**config.mk**
```make
export PLATFORM = sky130hd
export DESIGN_NAME = brs_supervisor
export DESIGN_NICKNAME = d
export VERILOG_FILES = /design/src/design/brs_pkg.sv /design/src/design/brs_sync.sv /design/src/design/brs_supervisor.sv
export SDC_FILE = /design/constraint.sdc
export NUM_CORES = 1
export LEC_CHECK = 0
export BUFFER_PORTS_ARGS = -buffer_cell sky130_fd_sc_hd__buf_2
export CAP_MARGIN = 20
export CORE_MARGIN = 4
export CORE_UTILIZATION = 40
export CTS_CLUSTER_SIZE = 25
export DETAILED_ROUTE_END_ITERATION = 8
export PLACE_DENSITY = 0.77
export REMOVE_ABC_BUFFERS = 1
export SKIP_LAST_GASP = 1
export SLEW_MARGIN = 20
export SYNTH_ARGS = -nofsm -noshare
export SYNTH_HDL_FRONTEND = slang
export SYNTH_HIERARCHICAL = 1
export SYNTH_SLANG_ARGS = --single-unit
```
**constraint.sdc**
```tcl
create_clock -name ref_clk_in -period 1.7 [get_ports ref_clk_in]
set_input_delay 0.255 -clock ref_clk_in [delete_from_list [all_inputs] [get_ports ref_clk_in]]
set_output_delay 0.255 -clock ref_clk_in [all_outputs]
set_load 0.02 [all_outputs]
```
**src/design/brs_pkg.sv**
```systemverilog
// constants, register map and sequencer states of the brownout reset supervisor
// assumes one 25 MHz clock and an AXI4-Lite master with 32-bit data
//
// Contract
// - three thresholds, four build options select roles
// - lowest threshold always resets the system
// - low option: both supply flags held zero
// - mid option: mid flag follows supply
// - high option: mid threshold resets, high flag; mid flag stays zero
// - high flag one at/below upper, high only
// - mid flag is read-only bit four
// - max option: upper threshold resets system
// - detector reset clears both supply flags
// - enabled pin: low holds reset, high runs
// - release, load, warm-up, then fetch address zero
// - watchdog overflow causes full system reset
// - unsafe supply after watchdog keeps reset held
// - disabled pin becomes input-only port bit
// - cause bits: 00 watchdog, 10 power/detector, 11 pin
package brs_pkg;

    typedef enum logic [1:0] {
        BRS_OPT_LOW  = 2'b00,
        BRS_OPT_MID  = 2'b01,
        BRS_OPT_HIGH = 2'b10,
        BRS_OPT_MAX  = 2'b11
    } brs_option_t;

    typedef enum logic [2:0] {
        BRS_ST_HOLD  = 3'b000,
        BRS_ST_PIN   = 3'b001,
        BRS_ST_INIT  = 3'b010,
        BRS_ST_WARM  = 3'b011,
        BRS_ST_RUN   = 3'b100
    } brs_state_t;

    // printed index of the flag register; byte address is four times it
    localparam logic [11:0] BRS_IDX_FLAGS   = 12'h086;
    localparam logic [11:0] BRS_IDX_STATUS  = 12'h087;
    localparam logic [11:0] BRS_IDX_MASK    = 12'h088;
    localparam int          BRS_ADDR_W      = 12;

    localparam int          BRS_BIT_CAUSE_U = 7;
    localparam int          BRS_BIT_CAUSE_L = 6;
    localparam int          BRS_BIT_HIGH    = 5;
    localparam int          BRS_BIT_MID     = 4;
    localparam logic [7:0]  BRS_FLAGS_RST   = 8'h80;
    localparam logic [7:0]  BRS_FLAGS_WMASK = 8'hc7;

    localparam logic [1:0]  BRS_CAUSE_WDT   = 2'b00;
    localparam logic [1:0]  BRS_CAUSE_DET   = 2'b10;
    localparam logic [1:0]  BRS_CAUSE_PIN   = 2'b11;

    // status / mask layout
    localparam int          BRS_EV_W        = 3;
    localparam int          BRS_EV_MID      = 0;
    localparam int          BRS_EV_HIGH     = 1;
    localparam int          BRS_EV_START    = 2;
    localparam logic [2:0]  BRS_EV_RST      = 3'h0;

    localparam logic [1:0]  BRS_RESP_OKAY   = 2'b00;
    localparam logic [1:0]  BRS_RESP_SLVERR = 2'b10;
    localparam logic [15:0] BRS_FETCH_ADDR  = 16'h0000;

    localparam int          BRS_CLK_HZ      = 25000000;
    localparam int          BRS_WARM_NS     = 2560;
    localparam int          BRS_WARM_CYC    = (BRS_WARM_NS * (BRS_CLK_HZ / 1000000) + 999) / 1000;

endpackage

```
**src/design/brs_sync.sv**
```systemverilog
// two-flop level synchroniser, one bit per lane
// assumes inputs are asynchronous levels; reset value is a constant
`timescale 1ns/1ns
`default_nettype none
module brs_sync #(
    parameter int         W       = 1,
    parameter logic [7:0] RST_VAL = 8'h00
) (
    input  wire logic         ref_clk_in,  // system clock
    input  wire logic         rst_b_in,    // synchronous reset, low
    input  wire logic [W-1:0] async_in,    // raw levels
    output logic      [W-1:0] sync_out     // synchronised levels
);
    logic [W-1:0] meta_r;
    logic [W-1:0] meta_nxt;
    logic [W-1:0] sync_r;
    logic [W-1:0] sync_nxt;

    initial begin
        if (W < 1 || W > 8) $error("brs_sync width out of range");
    end

    always_comb begin
        meta_nxt = async_in;
        sync_nxt = meta_r;
        if (!rst_b_in) begin
            meta_nxt = RST_VAL[W-1:0];
            sync_nxt = RST_VAL[W-1:0];
        end
    end

    always_ff @(posedge ref_clk_in) begin
        meta_r <= meta_nxt;
        sync_r <= sync_nxt;
    end

    assign sync_out = sync_r;
endmodule
`default_nettype wire

```
**src/design/brs_supervisor.sv**
```systemverilog
// reset supervisor: detector thresholds, reset pin, watchdog, reset sequence, register slave
// assumes comparator and pin inputs are asynchronous, watchdog pulse on ref_clk_in
`timescale 1ns/1ns
`default_nettype none
module brs_supervisor import brs_pkg::*; #(
    parameter brs_option_t DET_OPTION  = BRS_OPT_LOW,
    parameter bit          PIN_RESET_EN = 1'b1,
    parameter int          WARM_CYCLES = BRS_WARM_CYC
) (
    input  wire logic        ref_clk_in,          // 25 MHz clock
    input  wire logic        rst_b_in,            // synchronous reset, low
    input  wire logic        vdd_lt_low_in,       // 1: supply below 2.0 V
    input  wire logic        vdd_le_mid_in,       // 1: supply at/below 2.4 V
    input  wire logic        vdd_le_high_in,      // 1: supply at/below 3.6 V
    input  wire logic        rst_pin_in,          // shared reset pin level
    input  wire logic        wdt_overflow_in,     // watchdog overflow pulse
    output logic             sys_reset_out,       // system held in reset
    output logic             load_init_out,       // register initial-value load pulse
    output logic             fetch_start_out,     // start fetching pulse
    output logic [15:0]      fetch_addr_out,      // first fetch address
    output logic             shared_input_bit_out,// pin as input port bit
    output logic             irq_out,             // level interrupt
    input  wire logic [13:0] s_axi_awaddr,        // write address
    input  wire logic        s_axi_awvalid,       // write address valid
    output logic             s_axi_awready,       // write address ready
    input  wire logic [31:0] s_axi_wdata,         // write data
    input  wire logic [3:0]  s_axi_wstrb,         // write strobes
    input  wire logic        s_axi_wvalid,        // write data valid
    output logic             s_axi_wready,        // write data ready
    output logic [1:0]       s_axi_bresp,         // write response
    output logic             s_axi_bvalid,        // write response valid
    input  wire logic        s_axi_bready,        // write response ready
    input  wire logic [13:0] s_axi_araddr,        // read address
    input  wire logic        s_axi_arvalid,       // read address valid
    output logic             s_axi_arready,       // read address ready
    output logic [31:0]      s_axi_rdata,         // read data
    output logic [1:0]       s_axi_rresp,         // read response
    output logic             s_axi_rvalid,        // read data valid
    input  wire logic        s_axi_rready         // read data ready
);
    localparam int CNT_W = $clog2(WARM_CYCLES + 1);
    localparam logic [CNT_W-1:0] WARM_LAST = CNT_W'(WARM_CYCLES - 1);

    initial begin
        if (WARM_CYCLES < 1 || WARM_CYCLES > 4096) $error("warm-up count out of range");
    end

    // index decode, used by both read and write paths
    function automatic logic [2:0] reg_sel(input logic [13:0] addr);
        logic [11:0] idx;
        idx = addr[13:2];
        reg_sel = {idx == BRS_IDX_MASK, idx == BRS_IDX_STATUS, idx == BRS_IDX_FLAGS};
    endfunction

    logic [3:0] sync_q;
    logic       lt_low;
    logic       le_mid;
    logic       le_high;
    logic       pin_q;

    brs_sync #(
        .W       (4),
        .RST_VAL (8'h08)
    ) u_sync (
        .ref_clk_in (ref_clk_in),
        .rst_b_in   (rst_b_in),
        .async_in   ({rst_pin_in, vdd_le_high_in, vdd_le_mid_in, vdd_lt_low_in}),
        .sync_out   (sync_q)
    );
    assign lt_low  = sync_q[0];
    assign le_mid  = sync_q[1];
    assign le_high = sync_q[2];
    assign pin_q   = sync_q[3];

    // detector reset sources per build option
    logic det_reset;
    logic pin_reset;
    logic mid_on;
    logic high_on;
    always_comb begin
        det_reset = lt_low;
        unique case (DET_OPTION)
            BRS_OPT_LOW:  det_reset = lt_low;
            BRS_OPT_MID:  det_reset = lt_low;
            BRS_OPT_HIGH: det_reset = lt_low | le_mid;
            BRS_OPT_MAX:  det_reset = lt_low | le_high;
        endcase
    end
    assign mid_on    = (DET_OPTION == BRS_OPT_MID) || (DET_OPTION == BRS_OPT_HIGH);
    assign high_on   = (DET_OPTION == BRS_OPT_HIGH);
    assign pin_reset = PIN_RESET_EN && !pin_q;

    brs_state_t        state_r;
    brs_state_t        state_nxt;
    logic [CNT_W-1:0]  cnt_r;
    logic [CNT_W-1:0]  cnt_nxt;
    logic [7:0]        flags_r;
    logic [7:0]        flags_nxt;
    logic [2:0]        stat_r;
    logic [2:0]        stat_nxt;
    logic [2:0]        mask_r;
    logic [2:0]        mask_nxt;
    logic              load_r;
    logic              load_nxt;
    logic              fetch_r;
    logic              fetch_nxt;
    logic              gpio_r;
    logic              gpio_nxt;
    logic              aw_got_r;
    logic              aw_got_nxt;
    logic              w_got_r;
    logic              w_got_nxt;
    logic [13:0]       waddr_r;
    logic [13:0]       waddr_nxt;
    logic [31:0]       wdata_r;
    logic [31:0]       wdata_nxt;
    logic              wstb_r;
    logic              wstb_nxt;
    logic              bvalid_r;
    logic              bvalid_nxt;
    logic [1:0]        bresp_r;
    logic [1:0]        bresp_nxt;
    logic              rvalid_r;
    logic              rvalid_nxt;
    logic [31:0]       rdata_r;
    logic [31:0]       rdata_nxt;
    logic [1:0]        rresp_r;
    logic [1:0]        rresp_nxt;

    logic       aw_take;
    logic       w_take;
    logic       wr_do;
    logic       ar_take;
    logic [2:0] wsel;
    logic [2:0] rsel;
    logic [2:0] ev;
    logic       any_rst;

    assign s_axi_awready = !aw_got_r && !bvalid_r;
    assign s_axi_wready  = !w_got_r && !bvalid_r;
    assign s_axi_arready = !rvalid_r;
    assign aw_take = s_axi_awvalid && s_axi_awready;
    assign w_take  = s_axi_wvalid && s_axi_wready;
    assign wr_do   = aw_got_r && w_got_r && !bvalid_r;
    assign ar_take = s_axi_arvalid && s_axi_arready;
    assign wsel    = reg_sel(waddr_r);
    assign rsel    = reg_sel(s_axi_araddr);
    // watchdog resets wherever the sequence stands
    assign any_rst = det_reset || pin_reset || wdt_overflow_in;

    always_comb begin
        state_nxt = state_r;
        cnt_nxt   = cnt_r;
        load_nxt  = 1'b0;
        fetch_nxt = 1'b0;
        flags_nxt = flags_r;
        ev        = BRS_EV_RST;

        // sequence: hold while detector or watchdog stands, pin while the pin is low, init, warm-up, run
        unique case (state_r)
            BRS_ST_HOLD: begin
                // supply still unsafe after a watchdog reset keeps us here
                if (!det_reset && !wdt_overflow_in) begin
                    state_nxt = BRS_ST_PIN;
                end
            end
            BRS_ST_PIN: begin
                if (!pin_reset) begin
                    state_nxt = BRS_ST_INIT;
                    load_nxt  = 1'b1;
                end
            end
            BRS_ST_INIT: begin
                state_nxt = BRS_ST_WARM;
                cnt_nxt   = '0;
            end
            BRS_ST_WARM: begin
                cnt_nxt = cnt_r + CNT_W'(1);
                if (cnt_r == WARM_LAST) begin
                    state_nxt = BRS_ST_RUN;
                    fetch_nxt = 1'b1;
                    ev[BRS_EV_START] = 1'b1;
                end
            end
            BRS_ST_RUN: begin
                state_nxt = BRS_ST_RUN;
            end
            default: begin
                state_nxt = BRS_ST_HOLD;
            end
        endcase

        // software writes to the flag register first, hardware after so it wins
        if (wr_do && wsel[0] && wstb_r) begin
            flags_nxt = (flags_r & ~BRS_FLAGS_WMASK) | (wdata_r[7:0] & BRS_FLAGS_WMASK);
        end
        // detector reset flags win on priority over pin and watchdog
        if (det_reset) begin
            flags_nxt[BRS_BIT_CAUSE_U:BRS_BIT_CAUSE_L] = BRS_CAUSE_DET;
            state_nxt = BRS_ST_HOLD;
        end else if (pin_reset && state_r != BRS_ST_HOLD && state_r != BRS_ST_PIN) begin
            flags_nxt[BRS_BIT_CAUSE_U:BRS_BIT_CAUSE_L] = BRS_CAUSE_PIN;
            state_nxt = BRS_ST_PIN;
        end else if (wdt_overflow_in) begin
            flags_nxt[BRS_BIT_CAUSE_U:BRS_BIT_CAUSE_L] = BRS_CAUSE_WDT;
            state_nxt = BRS_ST_HOLD;
        end else if (pin_reset && state_r == BRS_ST_PIN) begin
            state_nxt = BRS_ST_PIN;
        end

        // supply flags: live comparator image, gated by option, forced low by detector reset
        flags_nxt[BRS_BIT_MID]  = mid_on && le_mid && !det_reset;
        flags_nxt[BRS_BIT_HIGH] = high_on && le_high && !det_reset;
        ev[BRS_EV_MID]  = flags_nxt[BRS_BIT_MID] && !flags_r[BRS_BIT_MID];
        ev[BRS_EV_HIGH] = flags_nxt[BRS_BIT_HIGH] && !flags_r[BRS_BIT_HIGH];

        // status: write one clears, a new event in the same cycle wins
        stat_nxt = stat_r;
        mask_nxt = mask_r;
        if (wr_do && wsel[1] && wstb_r) begin
            stat_nxt = stat_r & ~wdata_r[BRS_EV_W-1:0];
        end
        if (wr_do && wsel[2] && wstb_r) begin
            mask_nxt = wdata_r[BRS_EV_W-1:0];
        end
        stat_nxt = stat_nxt | ev;

        // pin as plain input bit when its reset role is off
        gpio_nxt = PIN_RESET_EN ? 1'b0 : pin_q;

        if (!rst_b_in) begin
            state_nxt = BRS_ST_HOLD;
            cnt_nxt   = '0;
            load_nxt  = 1'b0;
            fetch_nxt = 1'b0;
            flags_nxt = BRS_FLAGS_RST;
            stat_nxt  = BRS_EV_RST;
            mask_nxt  = BRS_EV_RST;
            gpio_nxt  = 1'b0;
        end
    end

    always_ff @(posedge ref_clk_in) begin
        state_r <= state_nxt;
        cnt_r   <= cnt_nxt;
        load_r  <= load_nxt;
        fetch_r <= fetch_nxt;
        flags_r <= flags_nxt;
        stat_r  <= stat_nxt;
        mask_r  <= mask_nxt;
        gpio_r  <= gpio_nxt;
    end

    // bus slave: address and data taken in either order, one write and one read at a time
    always_comb begin
        aw_got_nxt = aw_got_r;
        w_got_nxt  = w_got_r;
        waddr_nxt  = waddr_r;
        wdata_nxt  = wdata_r;
        wstb_nxt   = wstb_r;
        bvalid_nxt = bvalid_r;
        bresp_nxt  = bresp_r;
        rvalid_nxt = rvalid_r;
        rdata_nxt  = rdata_r;
        rresp_nxt  = rresp_r;
        if (aw_take) begin
            aw_got_nxt = 1'b1;
            waddr_nxt  = s_axi_awaddr;
        end
        if (w_take) begin
            w_got_nxt = 1'b1;
            wdata_nxt = s_axi_wdata;
            wstb_nxt  = s_axi_wstrb[0];
        end
        if (wr_do) begin
            aw_got_nxt = 1'b0;
            w_got_nxt  = 1'b0;
            bvalid_nxt = 1'b1;
            bresp_nxt  = (wsel != 3'b000) ? BRS_RESP_OKAY : BRS_RESP_SLVERR;
        end
        if (bvalid_r && s_axi_bready) begin
            bvalid_nxt = 1'b0;
        end
        if (ar_take) begin
            rvalid_nxt = 1'b1;
            rresp_nxt  = (rsel != 3'b000) ? BRS_RESP_OKAY : BRS_RESP_SLVERR;
            rdata_nxt  = '0;
            if (rsel[0]) rdata_nxt[7:0] = flags_r;
            if (rsel[1]) rdata_nxt[BRS_EV_W-1:0] = stat_r;
            if (rsel[2]) rdata_nxt[BRS_EV_W-1:0] = mask_r;
        end else if (rvalid_r && s_axi_rready) begin
            rvalid_nxt = 1'b0;
        end
        if (!rst_b_in) begin
            aw_got_nxt = 1'b0;
            w_got_nxt  = 1'b0;
            waddr_nxt  = '0;
            wdata_nxt  = '0;
            wstb_nxt   = 1'b0;
            bvalid_nxt = 1'b0;
            bresp_nxt  = BRS_RESP_OKAY;
            rvalid_nxt = 1'b0;
            rdata_nxt  = '0;
            rresp_nxt  = BRS_RESP_OKAY;
        end
    end

    always_ff @(posedge ref_clk_in) begin
        aw_got_r <= aw_got_nxt;
        w_got_r  <= w_got_nxt;
        waddr_r  <= waddr_nxt;
        wdata_r  <= wdata_nxt;
        wstb_r   <= wstb_nxt;
        bvalid_r <= bvalid_nxt;
        bresp_r  <= bresp_nxt;
        rvalid_r <= rvalid_nxt;
        rdata_r  <= rdata_nxt;
        rresp_r  <= rresp_nxt;
    end

    assign sys_reset_out        = (state_r != BRS_ST_RUN);
    assign load_init_out        = load_r;
    assign fetch_start_out      = fetch_r;
    assign fetch_addr_out       = BRS_FETCH_ADDR;
    assign shared_input_bit_out = gpio_r;
    assign irq_out              = |(stat_r & mask_r);
    assign s_axi_bvalid         = bvalid_r;
    assign s_axi_bresp          = bresp_r;
    assign s_axi_rvalid         = rvalid_r;
    assign s_axi_rdata          = rdata_r;
    assign s_axi_rresp          = rresp_r;
endmodule
`default_nettype wire

```
* Word-level counts from Yosys, hierarchy flattened *
Index checks and enable logic that the tools add are counted.

word-level totals
  register bits after elaboration = 73
  output and inout port bits = 62
  logic and storage cells = 114

cells by class
  add/subtract/negate cells = 1
  eq/ne operators = 19
  muxes and demuxes = 22
  bitwise logic cells = 6
  reductions and logical operators = 43

operators with widths
  kind                                                   number
  == test 12 x 8 -> 1 bit, second input constant         6
  logical AND 1 bit                                      19
  two-way mux 3 bit                                      6
  two-way mux 8 bit                                      2
  one-hot mux 3 bit (5 select lines)                     1
  one-hot mux 7 bit (2 select lines)                     1
  nonzero test 3 bit                                     4
  inequality test 5 bit, second input constant           2
  two-way mux 1 bit                                      8
  two-way mux 2 bit                                      4
  OR 6 x 8 -> 8 bit                                      1
  adder 7 x 1 -> 7 bit, second input constant            1
  == test 7 x 6 -> 1 bit, second input constant          1
  zero test 1 bit                                        7
  bitwise AND 3 bit                                      2
  == test 3 x 2 -> 1 bit, second input constant          2
  AND reduction 3 bit                                    2
  nonzero test 2 bit                                     3
  OR reduction 2 bit                                     3
  OR reduction 3 bit                                     2
  inequality test 5 x 3 -> 1 bit, second input constant  1
  OR reduction 5 bit                                     1
  inequality test 2 bit, second input constant           2
  == test 3 x 1 -> 1 bit, second input constant          1
  9 further kinds                                        9

* Logic depth before layout (Yosys ltp) *
  depth after elaboration = 7
  mapped depth = 5

* Cells and area by module *
Netlist, hierarchy kept.

by module, submodules not included
  module          instances  cells each  area each (sq um)  seq. area each (sq um)
  brs_supervisor  1          293         2,716.4            1,041.0
  brs_sync        1          16          210.2              160.2

* Worst setup path after synthesis *
OpenSTA, ideal clock, no wires.

  kind = register -> register
  start = register bvalid_r (netlist: s_axi_bvalid)
  end = register flags_r[6]
  arrival time = 1.519 ns
  required time = 1.573 ns
  setup slack = 0.054 ns
  cell stages (with the launch flop) = 6
  clock period less this slack = 1.646 ns
  cells stage by stage = dfxtp_1 -> and4b_4 -> and4_4 -> buf_6 -> and4bb_1 -> or3_1

on the way
  word-level cells in the longest chain between the ends = 5

RTL lines
  what                             RTL line               text
  from (decl)                      brs_supervisor.sv:119  logic bvalid_r;
  from (signal assigned)           brs_supervisor.sv:314  bvalid_r <= bvalid_nxt;
  zero test 1 bit                  brs_supervisor.sv:144  assign wr_do = aw_got_r && w_got_r && !bvalid_r;
  logical AND 1 bit                brs_supervisor.sv:144
  logical AND 1 bit (2 in series)  brs_supervisor.sv:194  if (wr_do && wsel[0] && wstb_r) begin
  nonzero test 3 bit (no line)     --
  to (signal assigned)             brs_supervisor.sv:248  flags_r <= flags_nxt;
  to (decl)                        brs_supervisor.sv:97   logic [7:0] flags_r;

Every way passes these cells.
A chain may end at the register's enable or synchronous reset.

* Worst setup path in the final report *
  start = register state_r[2]
  end = output port sys_reset_out

on the way
  word-level cells in the longest chain between the ends = 1

RTL lines
  what                    RTL line               text
  from (decl)             brs_supervisor.sv:93   brs_state_t state_r;
  from (signal assigned)  brs_supervisor.sv:244  state_r <= state_nxt;
  inequality test 3 bit   brs_supervisor.sv:321  assign sys_reset_out = (state_r != BRS_ST_RUN);
  to (decl)               brs_supervisor.sv:17   output logic sys_reset_out,

Every way passes these cells.

==> impl_metrics.tcl <==
set metrics [dict create \
    layout_setup_ws_ns 0.0916 \
    vias 2092 \
    grt_antenna_before_repair 0 \
    grt_pass1_vias 1926 \
    hold_class "input port to flip-flop" \
    cts_buffer_depth 2 \
    n_fill_cell 677 \
    ys_warn_count 6 \
    dp_hpwl_um 4040 \
    period_needed_ns 1.61 \
    area_delta_synth_final_pct 11.9 \
    initial_core_util 0.413 \
    critical_path_class "flip-flop to output port" \
    period_share 0.946 \
    drc 0 \
    cts-buffers-inserted 5 \
    setup_violations 0 \
    postCtsSetupBuffers 0 \
    syn_inst 301 \
    grt_usage 0.121 \
    power_density_nw_per_um2 834 \
    wirelength_um 5300 \
    final_util 0.462 \
    worstSkewPairLatency_ns 0.30 \
    fmax_ghz 0.622 \
    drive_gt1_frac 0.217 \
    pre_cts_ws_ns 0.149 \
    rsz0062_at_grt "false" \
    ant_nets 0 \
    ir_drop_uv 460 \
    end_kind "output port" \
    hold_viol 0 \
    critical_path_required_ns 1.44 \
    hold_buffers 0 \
    final_nets 436 \
    drv_cap 0 \
    wl_per_cell_um 11.6 \
    syn_area_um2 2820 \
    dpl_cell_area_um2 3050 \
    core_um2 6830 \
    die_h_um 92.0 \
    outcome "complete, no violations" \
    first_iter_violations 103 \
    row_count 30 \
    fin_skew_ns 0.00547 \
    cts_root_buf "clkbuf_8" \
    critPathLaunchType "flip-flop" \
    place.gp.congestion 0.765 \
    p_leak_uw 0.00138 \
    dr.pass1.iters 4 \
    cts_sinks 56 \
    overflow 0 \
    die_x_um 92.0 \
    cts_tree "built" \
    route.detailed.vias_per_inst 4.59 \
    htreeDepth 2 \
    grt_first_pass_wirelength_um 8450 \
    crit_fanout 6 \
    final_max_slew_viol_count 0 \
    power_uw 2630 \
    syn_area_per_cell_um2 9.37 \
    io_pins 138 \
    design_area_um2 3160 \
    fin_setup_tns_ns 0 \
    grt_max_degree 54 \
    cp_data_arrival_time_ns 1.35 \
    post_cts_resized 0 \
    port_buffers 55 \
    die-area_um2 8460 \
    clk_pin_slew_ns 0.10 \
    diodes 0 \
]
## cells in the final DEF, fill, tap and decap left out, types with 2 or more instances in the layout
master     instances
dfxtp_1           56
buf_2             55
conb_1            46
nor2b_1           28
mux2i_1           27
nand2_1           18
o21ai_0           14
nor2_1            10
and2_1             9
buf_4              8
a21boi_0           7
nand3_1            6
nand2b_1           6
inv_1              5
or3_1              5
clkbuf_8           5
o21a_1             4
o211a_1            4
nor4b_1            4
a21oi_1            4
nor4_1             3
nor3_1             3
a2bb2oi_1          3
and2b_2            2
nand3b_1           2
nand4_1            2
## through the flow
step | hold slack [ns] | cells
detailed placement | 0.394 | 448
CTS | 0.123 | 456
global route | 0.124 | 456
finish | 0.129 | 456
global placement | 0.398 | 448
floorplan | 0.328 | 289
## critical path: stages, from the launching register on
cell,delay [ns]
dfxtp_1,0.41
inv_1,0.08
or3_1,0.39
buf_2,0.17
## area by class of cell
type                    instances  area [um2]  share of cell area
well taps                      96         120              0.0380
inverters                       5        18.8             0.00595
clock inverters                 2        35.0              0.0111
flip-flops and latches         56        1120               0.355
multi-input cells             228        1450               0.461
repair buffers                 63         335               0.106
clock buffers                   6        72.6              0.0230
## flip-flops by register name, summed over array words and instances, names as in the netlist
name and cells:
s_axi_rvalid 1, u_sync/sync_out 2, s_axi_bvalid 1, state_r 3, mask_r 3, flags_r 5
aw_got_r 1, s_axi_bresp 1, wdata_r 5, cnt_r 7, fetch_start_out 1, wstb_r 1
s_axi_rdata 5, waddr_r 12, load_init_out 1, s_axi_rresp 1, w_got_r 1, stat_r 3
u_sync/meta_r 2
## final timing paths
path                                from                             to  slack, ns  cells after the start
max              state_r[2]$_SDFFE_PP0P_                  sys_reset_out       0.09                      3
min                           rst_pin_in    u_sync/meta_r[3]$_SDFF_PN1_       0.13                      2
max reg2reg     waddr_r[10]$_SDFFE_PN0P_        flags_r[6]$_SDFFE_PP0P_       0.15                      4
min reg2reg  u_sync/meta_r[3]$_SDFF_PN1_  u_sync/sync_out[3]$_SDFF_PN1_       0.42                      1
## layer usage
layer | vias to the layer above | global-route usage | part of all wire
li1 | 1062 | - | -
met1 | 951 | 0.145 | 0.44
met2 | 72 | 0.210 | 0.47
met3 | 7 | 0.0254 | 0.070
met4 | 0 | 0.0458 | 0.015
met5 | - | 0 | 0
## power breakdown
| part | internal (uW) | switching, uW |
|---|---|---|
| clock network | 438 | 418 |
| registers | 1360 | 45.1 |
| logic | 145 | 224 |
Note: power is estimated with default switching activity, not from simulation.
